### src/logic/nsap_pkg.sv
// Package for the stream access point: widths, schedule values, grid limits.
// Assumes nothing of its surroundings; every file that uses it refers to it by package::name.
package nsap_pkg;
    localparam int HORIZ_WIDTH = 288;
    localparam int VERT_WIDTH = 293;
    localparam int ID_WIDTH = 4;
    localparam int SCHED_WIDTH = 32;
    localparam logic [31:0] SCHED_DEFAULT = 32'haaaa_aaaa;
    localparam logic [31:0] SCHED_EVERY_FOURTH = 32'h8888_8888;
    localparam logic [31:0] SCHED_ILLEGAL = 32'hffff_ffff;
    localparam logic [31:0] SCHED_ILLEGAL_ALT = 32'h0fff_fffe;
    localparam int ROW_MIN = 1;
    localparam int ROW_MAX = 8;
    localparam int COL_MIN = 1;
    localparam int COL_MAX = 10;
    localparam logic RESET_OUT_LEVEL = 1'b0;
    typedef enum logic [1:0] {
        NSAP_WIN_LOCAL = 2'b01,
        NSAP_WIN_UP = 2'b10
    } nsap_win_t;
endpackage

### src/logic/nsap_arb_if.sv
// Interface carrying one arbitration point's requests and grant.
// Assumes the top module drives requests and the arbiter returns the grant.
`timescale 1ns/1ps
`default_nettype none
interface nsap_arb_if;
    logic local_req;
    logic up_req;
    logic out_ready;
    logic local_grant;
    logic up_grant;
    modport owner (output local_req, output up_req, output out_ready,
                   input local_grant, input up_grant);
    modport arb (input local_req, input up_req, input out_ready,
                 output local_grant, output up_grant);
endinterface
`default_nettype wire

### src/logic/nsap_sched_arb.sv
// Rotating-schedule arbiter between local and upstream traffic.
// Assumes requests are from logic on clk; grants are combinational.
`timescale 1ns/1ps
`default_nettype none
module nsap_sched_arb #(
    parameter logic [31:0] SCHEDULE = nsap_pkg::SCHED_DEFAULT
) (
    input wire logic clk,
    input wire logic rst,
    nsap_arb_if.arb arb
);
    // An all-ones schedule never serves upstream; either illegal schedule falls back to the default
    localparam logic [31:0] SCHED_INIT =
        ((SCHEDULE == nsap_pkg::SCHED_ILLEGAL) || (SCHEDULE == nsap_pkg::SCHED_ILLEGAL_ALT)) ?
        nsap_pkg::SCHED_DEFAULT : SCHEDULE;
    logic [31:0] sched_r;
    logic contest;
    nsap_pkg::nsap_win_t win;

    assign contest = arb.local_req && arb.up_req;
    // Bit 0 picks the winner only when both compete
    always_comb begin
        if (contest) begin
            win = sched_r[0] ? nsap_pkg::NSAP_WIN_LOCAL : nsap_pkg::NSAP_WIN_UP;
        end else if (arb.local_req) begin
            win = nsap_pkg::NSAP_WIN_LOCAL;
        end else begin
            win = nsap_pkg::NSAP_WIN_UP;
        end
    end
    assign arb.local_grant = arb.out_ready && arb.local_req && (win == nsap_pkg::NSAP_WIN_LOCAL);
    assign arb.up_grant = arb.out_ready && arb.up_req && (win == nsap_pkg::NSAP_WIN_UP);

    // Rotate left after each contested cycle that actually moved a word
    always_ff @(posedge clk) begin
        if (rst) begin
            sched_r <= SCHED_INIT;
        end else if (contest && arb.out_ready) begin
            sched_r <= {sched_r[30:0], sched_r[31]};
        end
    end
endmodule
`default_nettype wire

### src/logic/nsap_top.sv
// Stream access point between user logic and one network lane pair.
// Assumes network-side ports are driven by logic on clk with valid/ready.
`timescale 1ns/1ps
`default_nettype none
module nsap_top #(
    parameter bit VERTICAL = 1'b0,
    parameter int DATA_WIDTH = VERTICAL ? nsap_pkg::VERT_WIDTH : nsap_pkg::HORIZ_WIDTH,
    parameter logic [3:0] ROW = 4'h1,
    parameter logic [3:0] COLUMN = 4'h1,
    // Fwd pattern: southbound or eastbound; rev: northbound or westbound
    parameter logic [31:0] FWD_PRIORITY_PATTERN = nsap_pkg::SCHED_DEFAULT,
    parameter logic [31:0] REV_PRIORITY_PATTERN = nsap_pkg::SCHED_DEFAULT
) (
    input wire logic clk,
    input wire logic rst,
    output logic output_rst_n,
    // User transmit port
    output logic tx_ready,
    input wire logic tx_valid,
    input wire logic [3:0] tx_dest,
    input wire logic tx_sop,
    input wire logic tx_eop,
    input wire logic [DATA_WIDTH-1:0] tx_data,
    // User receive port
    input wire logic rx_ready,
    output logic rx_valid,
    output logic [3:0] rx_src,
    output logic rx_sop,
    output logic rx_eop,
    output logic [DATA_WIDTH-1:0] rx_data,
    // Upstream lanes in (index 0 forward travel, 1 reverse travel)
    input wire logic [1:0] up_valid,
    output logic [1:0] up_ready,
    input wire logic [1:0][DATA_WIDTH+9:0] up_word,
    // Downstream lanes out
    output logic [1:0] dn_valid,
    input wire logic [1:0] dn_ready,
    output logic [1:0][DATA_WIDTH+9:0] dn_word
);
    // Lane word: {dest, src, sop, eop, data}
    localparam int WW = DATA_WIDTH + 10;
    localparam int DATA_MSB = DATA_WIDTH - 1;

    // Refuse placements and widths the logic cannot serve
    initial begin
        if (ROW < nsap_pkg::ROW_MIN || ROW > nsap_pkg::ROW_MAX) begin
            $error("row out of range");
        end
        if (COLUMN < nsap_pkg::COL_MIN || COLUMN > nsap_pkg::COL_MAX) begin
            $error("column out of range");
        end
        if (DATA_WIDTH != (VERTICAL ? nsap_pkg::VERT_WIDTH : nsap_pkg::HORIZ_WIDTH)) begin
            $error("data width does not match variant");
        end
    end

    // Reserved reset output, tied low
    assign output_rst_n = nsap_pkg::RESET_OUT_LEVEL;

    logic [3:0] my_pos;
    assign my_pos = VERTICAL ? ROW : COLUMN;

    // How a word moves through this access point
    // A lane word is the user data with a small header on top:
    // the destination position, the source position and the two
    // packet flags. The header is written once, on the way in; the
    // destination is read at every hop and the rest once, on the way out,
    // so the flags ride along untouched and no logic here ever looks at them.
    //
    // There are two lanes. Lane 0 carries words toward higher positions,
    // lane 1 carries words toward lower ones or back to this position.
    // Each lane has exactly one output register. That register is the
    // only storage between the upstream neighbour and the downstream
    // neighbour, so a lane stalls as soon as its downstream side stops
    // taking words. Latency stays one cycle per hop, and in exchange a
    // stalled lane is felt upstream at once.
    //
    // A word from upstream either passes on along its lane or, when its
    // destination matches this position, is ejected into the receive
    // stage. Ejection never goes through the arbiter, because an ejected
    // word does not use the lane's output register.
    //
    // Local words from the user and passing upstream words share the
    // output register of a lane. When both want it in the same cycle,
    // the lane's schedule decides, and only then does it rotate. A
    // cycle in which the lane is blocked downstream does not rotate
    // it, so a long stall cannot skip a turn for either side.
    //
    // The receive stage is also one word deep. When both lanes hold a
    // word for this position, lane 0 goes first and lane 1 waits at least one
    // cycle; neither word is lost, since upstream holds it until ready.
    //
    // Limitations a user must know
    // The transmit ready depends on the transmit valid and destination
    // in the same cycle, so user logic must not derive its valid from
    // the ready it sees, or a combinational loop forms.
    // The reset clears only the output and receive registers of this
    // access point; words in flight between neighbours belong to the
    // network and are not touched.
    // The reserved reset output is a constant; nothing here drives it
    // from state.
    //
    // Reset timing
    // All registers reset on the clock edge at which rst is high. The
    // schedules reload their pattern at that same edge, and the first
    // word may be offered in the cycle after rst falls.

    // Per-lane output stage, one word deep; reset clears it along with the receive stage
    logic [1:0] out_v_r;
    logic [1:0][WW-1:0] out_w_r;
    logic [1:0] lane_free;
    logic [1:0] lgrant;
    logic [1:0] ugrant;
    logic tx_lane;
    logic [1:0] local_req;
    logic [1:0] up_to_me;
    logic [1:0] up_pass;
    logic rx_v_r;
    logic [WW-1:0] rx_w_r;
    logic rx_free;
    logic [1:0] eject;
    logic [WW-1:0] tx_word;

    // Destinations above our position travel forward, the rest travel back
    assign tx_lane = (tx_dest > my_pos) ? 1'b0 : 1'b1;
    assign tx_word = {tx_dest, my_pos, tx_sop, tx_eop, tx_data};
    assign rx_free = !rx_v_r || rx_ready;

    genvar g;
    generate
        for (g = 0; g < 2; g++) begin : g_lane
            localparam logic [31:0] PAT = (g == 0) ? FWD_PRIORITY_PATTERN : REV_PRIORITY_PATTERN;
            nsap_arb_if arb_bus ();
            assign lane_free[g] = !out_v_r[g] || dn_ready[g];
            assign local_req[g] = tx_valid && (tx_lane == 1'(g));
            assign up_to_me[g] = up_word[g][WW-1 -: 4] == my_pos;
            assign up_pass[g] = up_valid[g] && !up_to_me[g];
            // Words for us leave the lane into the receive stage
            // Lane 1 yields to a lane 0 word for us, read from inputs to avoid a loop
            assign eject[g] = up_valid[g] && up_to_me[g] && rx_free
                              && !(g == 1 && up_valid[0] && up_to_me[0]);
            assign arb_bus.local_req = local_req[g];
            assign arb_bus.up_req = up_pass[g];
            assign arb_bus.out_ready = lane_free[g];
            assign lgrant[g] = arb_bus.local_grant;
            assign ugrant[g] = arb_bus.up_grant;
            assign up_ready[g] = ugrant[g] || eject[g];
            assign dn_valid[g] = out_v_r[g];
            assign dn_word[g] = out_w_r[g];

            // One schedule per direction of travel
            nsap_sched_arb #(.SCHEDULE(PAT)) u_arb (
                .clk(clk),
                .rst(rst),
                .arb(arb_bus.arb)
            );

            // Output register loads on a granted handshake only
            always_ff @(posedge clk) begin
                if (rst) begin
                    out_v_r[g] <= 1'b0;
                    out_w_r[g] <= '0;
                end else if (lgrant[g]) begin
                    out_v_r[g] <= 1'b1;
                    out_w_r[g] <= tx_word;
                end else if (ugrant[g]) begin
                    out_v_r[g] <= 1'b1;
                    out_w_r[g] <= up_word[g];
                end else if (dn_ready[g]) begin
                    out_v_r[g] <= 1'b0;
                end
            end
        end
    endgenerate

    assign tx_ready = |lgrant;

    // Receive stage: holds a word until user takes it
    always_ff @(posedge clk) begin
        if (rst) begin
            rx_v_r <= 1'b0;
            rx_w_r <= '0;
        end else if (|eject) begin
            rx_v_r <= 1'b1;
            rx_w_r <= eject[0] ? up_word[0] : up_word[1];
        end else if (rx_ready) begin
            rx_v_r <= 1'b0;
        end
    end

    assign rx_valid = rx_v_r;
    assign rx_src = rx_w_r[WW-5 -: 4];
    assign rx_sop = rx_w_r[DATA_WIDTH+1];
    assign rx_eop = rx_w_r[DATA_WIDTH];
    assign rx_data = rx_w_r[DATA_MSB:0];
endmodule
`default_nettype wire

### config.mk
export PLATFORM = sky130hd
export DESIGN_NAME = nsap_top
export DESIGN_NICKNAME = d
export VERILOG_FILES = /design/src/logic/nsap_pkg.sv /design/src/logic/nsap_arb_if.sv /design/src/logic/nsap_sched_arb.sv /design/src/logic/nsap_top.sv
export SDC_FILE = /design/constraint.sdc
export NUM_CORES = 2
export LEC_CHECK = 0
export ABC_CLOCK_PERIOD_IN_PS = 2500
export BUFFER_PORTS_ARGS = -buffer_cell sky130_fd_sc_hd__buf_2
export CORE_AREA = 2 2 702 704
export CTS_CLUSTER_DIAMETER = 80
export DETAILED_ROUTE_END_ITERATION = 8
export DIE_AREA = 0 0 704 706
export PLACE_DENSITY_LB_ADDON = 0.3
export SLEW_MARGIN = 10
export SYNTH_ARGS = -nofsm -noshare
export SYNTH_HDL_FRONTEND = slang
export SYNTH_SLANG_ARGS = --single-unit
### constraint.sdc
create_clock -name clk -period 2.5 [get_ports clk]
set_input_delay 0.125 -clock clk [delete_from_list [all_inputs] [get_ports clk]]
set_output_delay 0.125 -clock clk [all_outputs]
set_load 0.03 [all_outputs]
# Word-level counts from Yosys, hierarchy flattened
# Cells that the tools add are included.
[classes]
addsub = 0
n_mul = 0
div = 0
n_lt_le_gt_ge = 1
eq_ne = 6
n_shift = 0
n_mux = 20
bitwise_logic = 0
reduce_logical = 41
[op_table]
columns = ["op", "n"]
rows = [
  ["two-way mux 298 bit", 4],
  ["two-way mux 294 bit", 1],
  ["logical AND 1 bit", 21],
  ["two-way mux 2 bit", 6],
  ["two-way mux 1 bit", 9],
  ["== test 4 x 1 -> 1 bit, second input constant", 2],
  ["OR reduction 2 bit", 4],
  ["logical NOT 1 bit", 6],
  ["nonzero test 2 bit", 3],
  ["nonzero test 3 bit", 2],
  ["logical OR 1 bit", 5],
  ["== test 2 x 1 -> 1 bit, second input constant", 2],
  ["== test 2 bit, second input constant", 2],
  ["greater-than comparator 4 x 1 -> 1 bit, second input constant", 1],
]
[word_totals]
ff_bits = 957
latchBits = 0
mem_bits_rw = 0
rom_bits = 0
in_bits = 898
out_inout_bits = 897
wordCells = 78
memories = 0

# Longest topological paths before layout
[depth]
ltp_word = 9
depth_mapped = 8
mapped_depth_nobuf = 4

# Cells and area by module
# A second synthesis with hierarchy kept.
[hier_totals]
cells_unflattened = 4729
area_unflattened_um2 = 46478.3
[by_module_without_submodules]
columns = ["mod", "instances", "cells_each", "area_per_inst_um2", "seq_area_each_um2"]
rows = [
  ["nsap_top", 1, 4439, 43660.6, 17877.1],
  ["nsap_sched_arb", 2, 145, 1408.9, 640.6],
]

# Least setup slack after synthesis
# No wires, ideal clock.
[synth_path]
kind = "register -> register"
from = "reg out_v_r[0] (netlist: dn_valid[0])"
to = "reg out_w_r, in the netlist dn_word[111]"
setup_ns = 0.122
arrival_ns = 1.790
required_ns = 2.378
setup_slack_ns = 0.589
stages_incl_launch_ff = 8
path_buffers = 3
synth_period_minus_slack_ns = 1.911
path_cell_list = "dfxtp_1 nor2b_1 a2111o_1 buf_2 buf_2 clkbuf_1 nor3_1 a221o_1"
[synth_between]
elab_chain_cells = 5
elab_cells_between_ends = 8
classes_between = "mux: 1; reduce/logical: 7"
[synth_lines]
columns = ["item", "line", "text"]
rows = [
  ["start, declared", "nsap_top.sv:109", "logic [1:0] out_v_r;"],
  ["start signal, assigned by index", "nsap_top.sv:161", "out_v_r[g] <= 1'b0;"],
  ["start signal, assigned by index", "nsap_top.sv:164", "out_v_r[g] <= 1'b1;"],
  ["start signal, assigned by index", "nsap_top.sv:167", "out_v_r[g] <= 1'b1;"],
  ["logical NOT 1 bit *", "nsap_top.sv:134", "assign lane_free[g] = !out_v_r[g] || dn_ready[g];"],
  ["logical OR 1 bit *", "nsap_top.sv:134", ""],
  ["logical AND 1 bit (on tied branches) (2 in series)", "nsap_sched_arb.sv:31, nsap_sched_arb.sv:32", ""],
  ["two-way mux 298 bit / nonzero test 2 bit (equally long branches)", "--", ""],
  ["end signal, assigned by index", "nsap_top.sv:165", "out_w_r[g] <= tx_word;"],
  ["end signal, assigned by index", "nsap_top.sv:168", "out_w_r[g] <= up_word[g];"],
  ["end, declared", "nsap_top.sv:110", "logic [1:0][WW-1:0] out_w_r;"],
]
# Mark *: on every way between the ends. The rest lies on a longest branch, timed or not.
# A chain may end at the register's enable or synchronous reset.

# Worst setup path in the final report
[layout_path]
from = "in up_word[297] in the netlist's numbering"
to = "reg rx_w_r[203]"
[layout_between]
elab_chain_cells = 5
elab_cells_between_ends = 7
classes_between = "eq/ne: 1; mux: 1; reduce/logical: 5"
[layout_lines]
columns = ["item", "line", "text"]
rows = [
  ["start, declared", "nsap_top.sv:34", "input wire logic [1:0][DATA_WIDTH+9:0] up_word,"],
  ["== test 4 x 1 -> 1 bit *", "nsap_top.sv:136", "assign up_to_me[g] = up_word[g][WW-1 -: 4] == my_pos;"],
  ["logical AND 1 bit *", "nsap_top.sv:140, nsap_top.sv:141", ""],
  ["logical NOT 1 bit", "nsap_top.sv:141", "&& !(g == 1 && up_valid[0] && up_to_me[0]);"],
  ["logical AND 1 bit", "nsap_top.sv:141", ""],
  ["OR reduction 2 bit", "nsap_top.sv:183", "end else if (|eject) begin"],
  ["end signal, assigned", "nsap_top.sv:185", "rx_w_r <= eject[0] ? up_word[0] : up_word[1];"],
  ["end, declared", "nsap_top.sv:119", "logic [WW-1:0] rx_w_r;"],
]
# Marks and branches as above.

==> impl_metrics.env <==
export IMPL_grt_pass1_vias=49240
export IMPL_hpwl_mm=372.1
export IMPL_drtIter0Drc=4746
export IMPL_num_rows=257
export IMPL_syn_num_nets=4910
export IMPL_final_area_sq_mm=0.07559
export IMPL_required_ns=3.22
export IMPL_cts_buffers=141
export IMPL_critPathArrivalTime_ns=3.28
export IMPL_first_pass_iters=6
export IMPL_cap_violations=0
export IMPL_die_w_um=704
export IMPL_utilization_pct=15.46
export IMPL_via_per_inst=3.658
export IMPL_nets=7893
export IMPL_final_common_cell="buf_2"
export IMPL_io_buffers=1793
export IMPL_synth_ff_type="dfxtp_1"
export IMPL_min_path_type="in2reg"
export IMPL_post_route_drc_count=0
export IMPL_via_count=50750
export IMPL_worst_setup_path_start_kind="primary input"
export IMPL_cts_sinks=957
export IMPL_hold_viol_final=0
export IMPL_grt_pass1_wl_mm=550.5
export IMPL_ys_seq_area_share_pct=48.06
export IMPL_track_usage_pct=16.80
export IMPL_grt_max_degree=93
export IMPL_min_period_ns=2.563
export IMPL_drive_above_1_share_pct=37.23
export IMPL_total_power_mw=49.15
export IMPL_crit_path_end_kind="flip-flop"
export IMPL_worstMarginPinSlew_ns=0.9681
export IMPL_fillers=55520
export IMPL_overflow=0
export IMPL_routedWlPerCell_um=31.74
export IMPL_status="finished with violations"
export IMPL_synth_warnings=0
export IMPL_setup_slack_ns=-0.06338
export IMPL_setup_violations=33
export IMPL_ioPinCount=1795
export IMPL_synth_distinct_cells=43
export IMPL_synth_edf_count=0
export IMPL_leakagePower_nw=32.70
export IMPL_dp_cells=12140
export IMPL_die_y_um=706
export IMPL_max_slew_margin_pct=34.55
export IMPL_cts_tree="yes"
export IMPL_finalCritPeriodShare_pct=102.5
export IMPL_gp_congestion=0.9932
export IMPL_area_delta_synth_final_pct=89.64
export IMPL_wirelength_mm=440.2
export IMPL_ff2ff_setup_slack_ns=0.04
export IMPL_ir_drop_uv=450.8
export IMPL_seq_area_sq_mm=0.01916
export IMPL_cts_max_level=4
export IMPL_stdcell_count=13870
export IMPL_die_area_sq_mm=0.4970
export IMPL_mappedNetlistArea_sq_mm=0.03986
export IMPL_initial_core_util_pct=8.150
export IMPL_coreArea_sq_mm=0.4891
export IMPL_insertion_delay_ns=0.88
export IMPL_avgSynthCellArea_sq_um=9.935
export IMPL_worst_clock_skew_ns=0.06209
export IMPL_multi_input_area_sq_mm=0.01763
export IMPL_cts_root_buf="clkbuf_16"
export IMPL_drv_slew=0
export IMPL_clock_path_buffers=4
export IMPL_ant_nets=0
export IMPL_cts_reportedPaths_clkPinSlew_ns=0.06
export IMPL_antenna_found_initial=472
export IMPL_ys_async_sr_fraction_pct=0
export IMPL_postPlaceCellArea_sq_mm=0.05803
export IMPL_setup_tns_ns=-0.5298
export IMPL_final_cell_mix="buf_2, dlygate4sd3_1, dfxtp_1"
export IMPL_crit_fanout=46
export IMPL_fmax_mhz=390.1
export IMPL_violations="setup timing"
export IMPL_path_class="in2reg"
export IMPL_synth_seq_cells=957
export IMPL_syn_instance_count=4012
export IMPL_p_per_area_mw_per_mm2=650.2
[per-layer routing]
layer,global-route usage [%],share of wire [%],routed length [um],up-vias
met5,0,0.31,1368,-
met4,4.060,2.9,12810,208
met1,21.63,43,189300,25230
met2,25.60,43,187900,2856
li1,-,-,-,21660
met3,7.304,11,48850,794
[layout make-up]
| type | instances | area share, % |
|---|---|---|
| timing repair buffer | 3286 | 31.86 |
| sequential | 957 | 25.34 |
| multi-input combinational | 2312 | 23.32 |
| tap | 6475 | 10.72 |
| clock buffer | 193 | 5.298 |
| inverter | 297 | 1.475 |
| clock inverter | 55 | 0.9981 |
| antenna | 297 | 0.9832 |
[state kept, by name (all words and copies together), names as in the netlist]
register	flops
dn_valid	2
dn_word	596
g_lane.u_arb.sched_r	64
rx_valid	1
rx_w_r	294
[power breakdown]
part	switching (mW)	total (mW)	internal (mW)
Clock	8.71	21.2	12.5
Sequential	0.742	17.0	16.3
Combinational	6.99	10.9	3.94
[logic make-up (layout without fill, tap and decap cells)]
logic type      Yosys count  after routing  share of synthesized area (%)
compound gates         1225           1225                          27.55
simple gates           1080           1080                          16.27
flops                   957            957                          48.06
buf+inv                 743           3831                          7.951
mux                       6              6                         0.1507
other cells               1            298                       0.009408
[cells in the mapped netlist, types with 6 or more instances]
cell | count | share of area, %
nand2_1 | 136 | 1.3
nand3b_1 | 31 | 0.58
buf_6 | 7 | 0.20
nor2b_1 | 295 | 4.6
a21oi_1 | 328 | 4.1
buf_1 | 19 | 0.18
nor3b_1 | 294 | 5.5
buf_4 | 37 | 0.70
clkbuf_1 | 232 | 2.2
dfxtp_1 | 957 | 48
o221a_2 | 294 | 8.3
nor2_1 | 8 | 0.075
buf_2 | 151 | 1.9
inv_1 | 297 | 2.8
a221o_1 | 585 | 15
mux2i_1 | 6 | 0.15
nor3_1 | 297 | 3.7
[path summary, 6_finish.rpt]
| kind | depth (start not counted) | from | end |
|---|---|---|---|
| hold / removal | 5 | up_word[174] | dn_word[174]$_SDFFE_PP0P_ |
| setup / recovery | 10 | up_word[297] | rx_w_r[203]$_SDFFE_PP0P_ |
| setup reg to reg | 8 | rx_valid$_SDFFE_PP0P_ | rx_w_r[201]$_SDFFE_PP0P_ |
| hold reg to reg | 2 | g_lane[1].u_arb.sched_r[1]$_SDFFE_PP1P_ | g_lane[1].u_arb.sched_r[2]$_SDFFE_PP0P_ |
[critical path, stage by stage]
cell,delay [ns]
buf_2,0.11
dlygate4sd3_1,0.62
or4b_4,0.56
nor3_4,0.22
buf_4,0.17
buf_12,0.19
buf_4,0.26
a21oi_1,0.10
o221a_2,0.14
dlygate4sd3_1,0.56
[repair_timing]
action,CTS,global route
endpoints found under the setup margin,3,104
endpoints found under the hold margin,956,0
hold buffers,1184,0
pin swaps,2,1
resized for setup,6,17
buffers inserted,4,1
gates cloned,1,2
[per-stage QoR]
stage	hold slack [ns]	setup slack, ns
2_1_floorplan	0.2620	0.5887
6_report	0.1014	-0.06338
3_3_place_gp	0.4129	-0.1114
4_1_cts	0.005921	-0.05093
5_1_grt	0.02609	-0.005830
3_5_place_dp	0.4243	-0.1112
No activity file was read; power rests on OpenSTA's default activity.
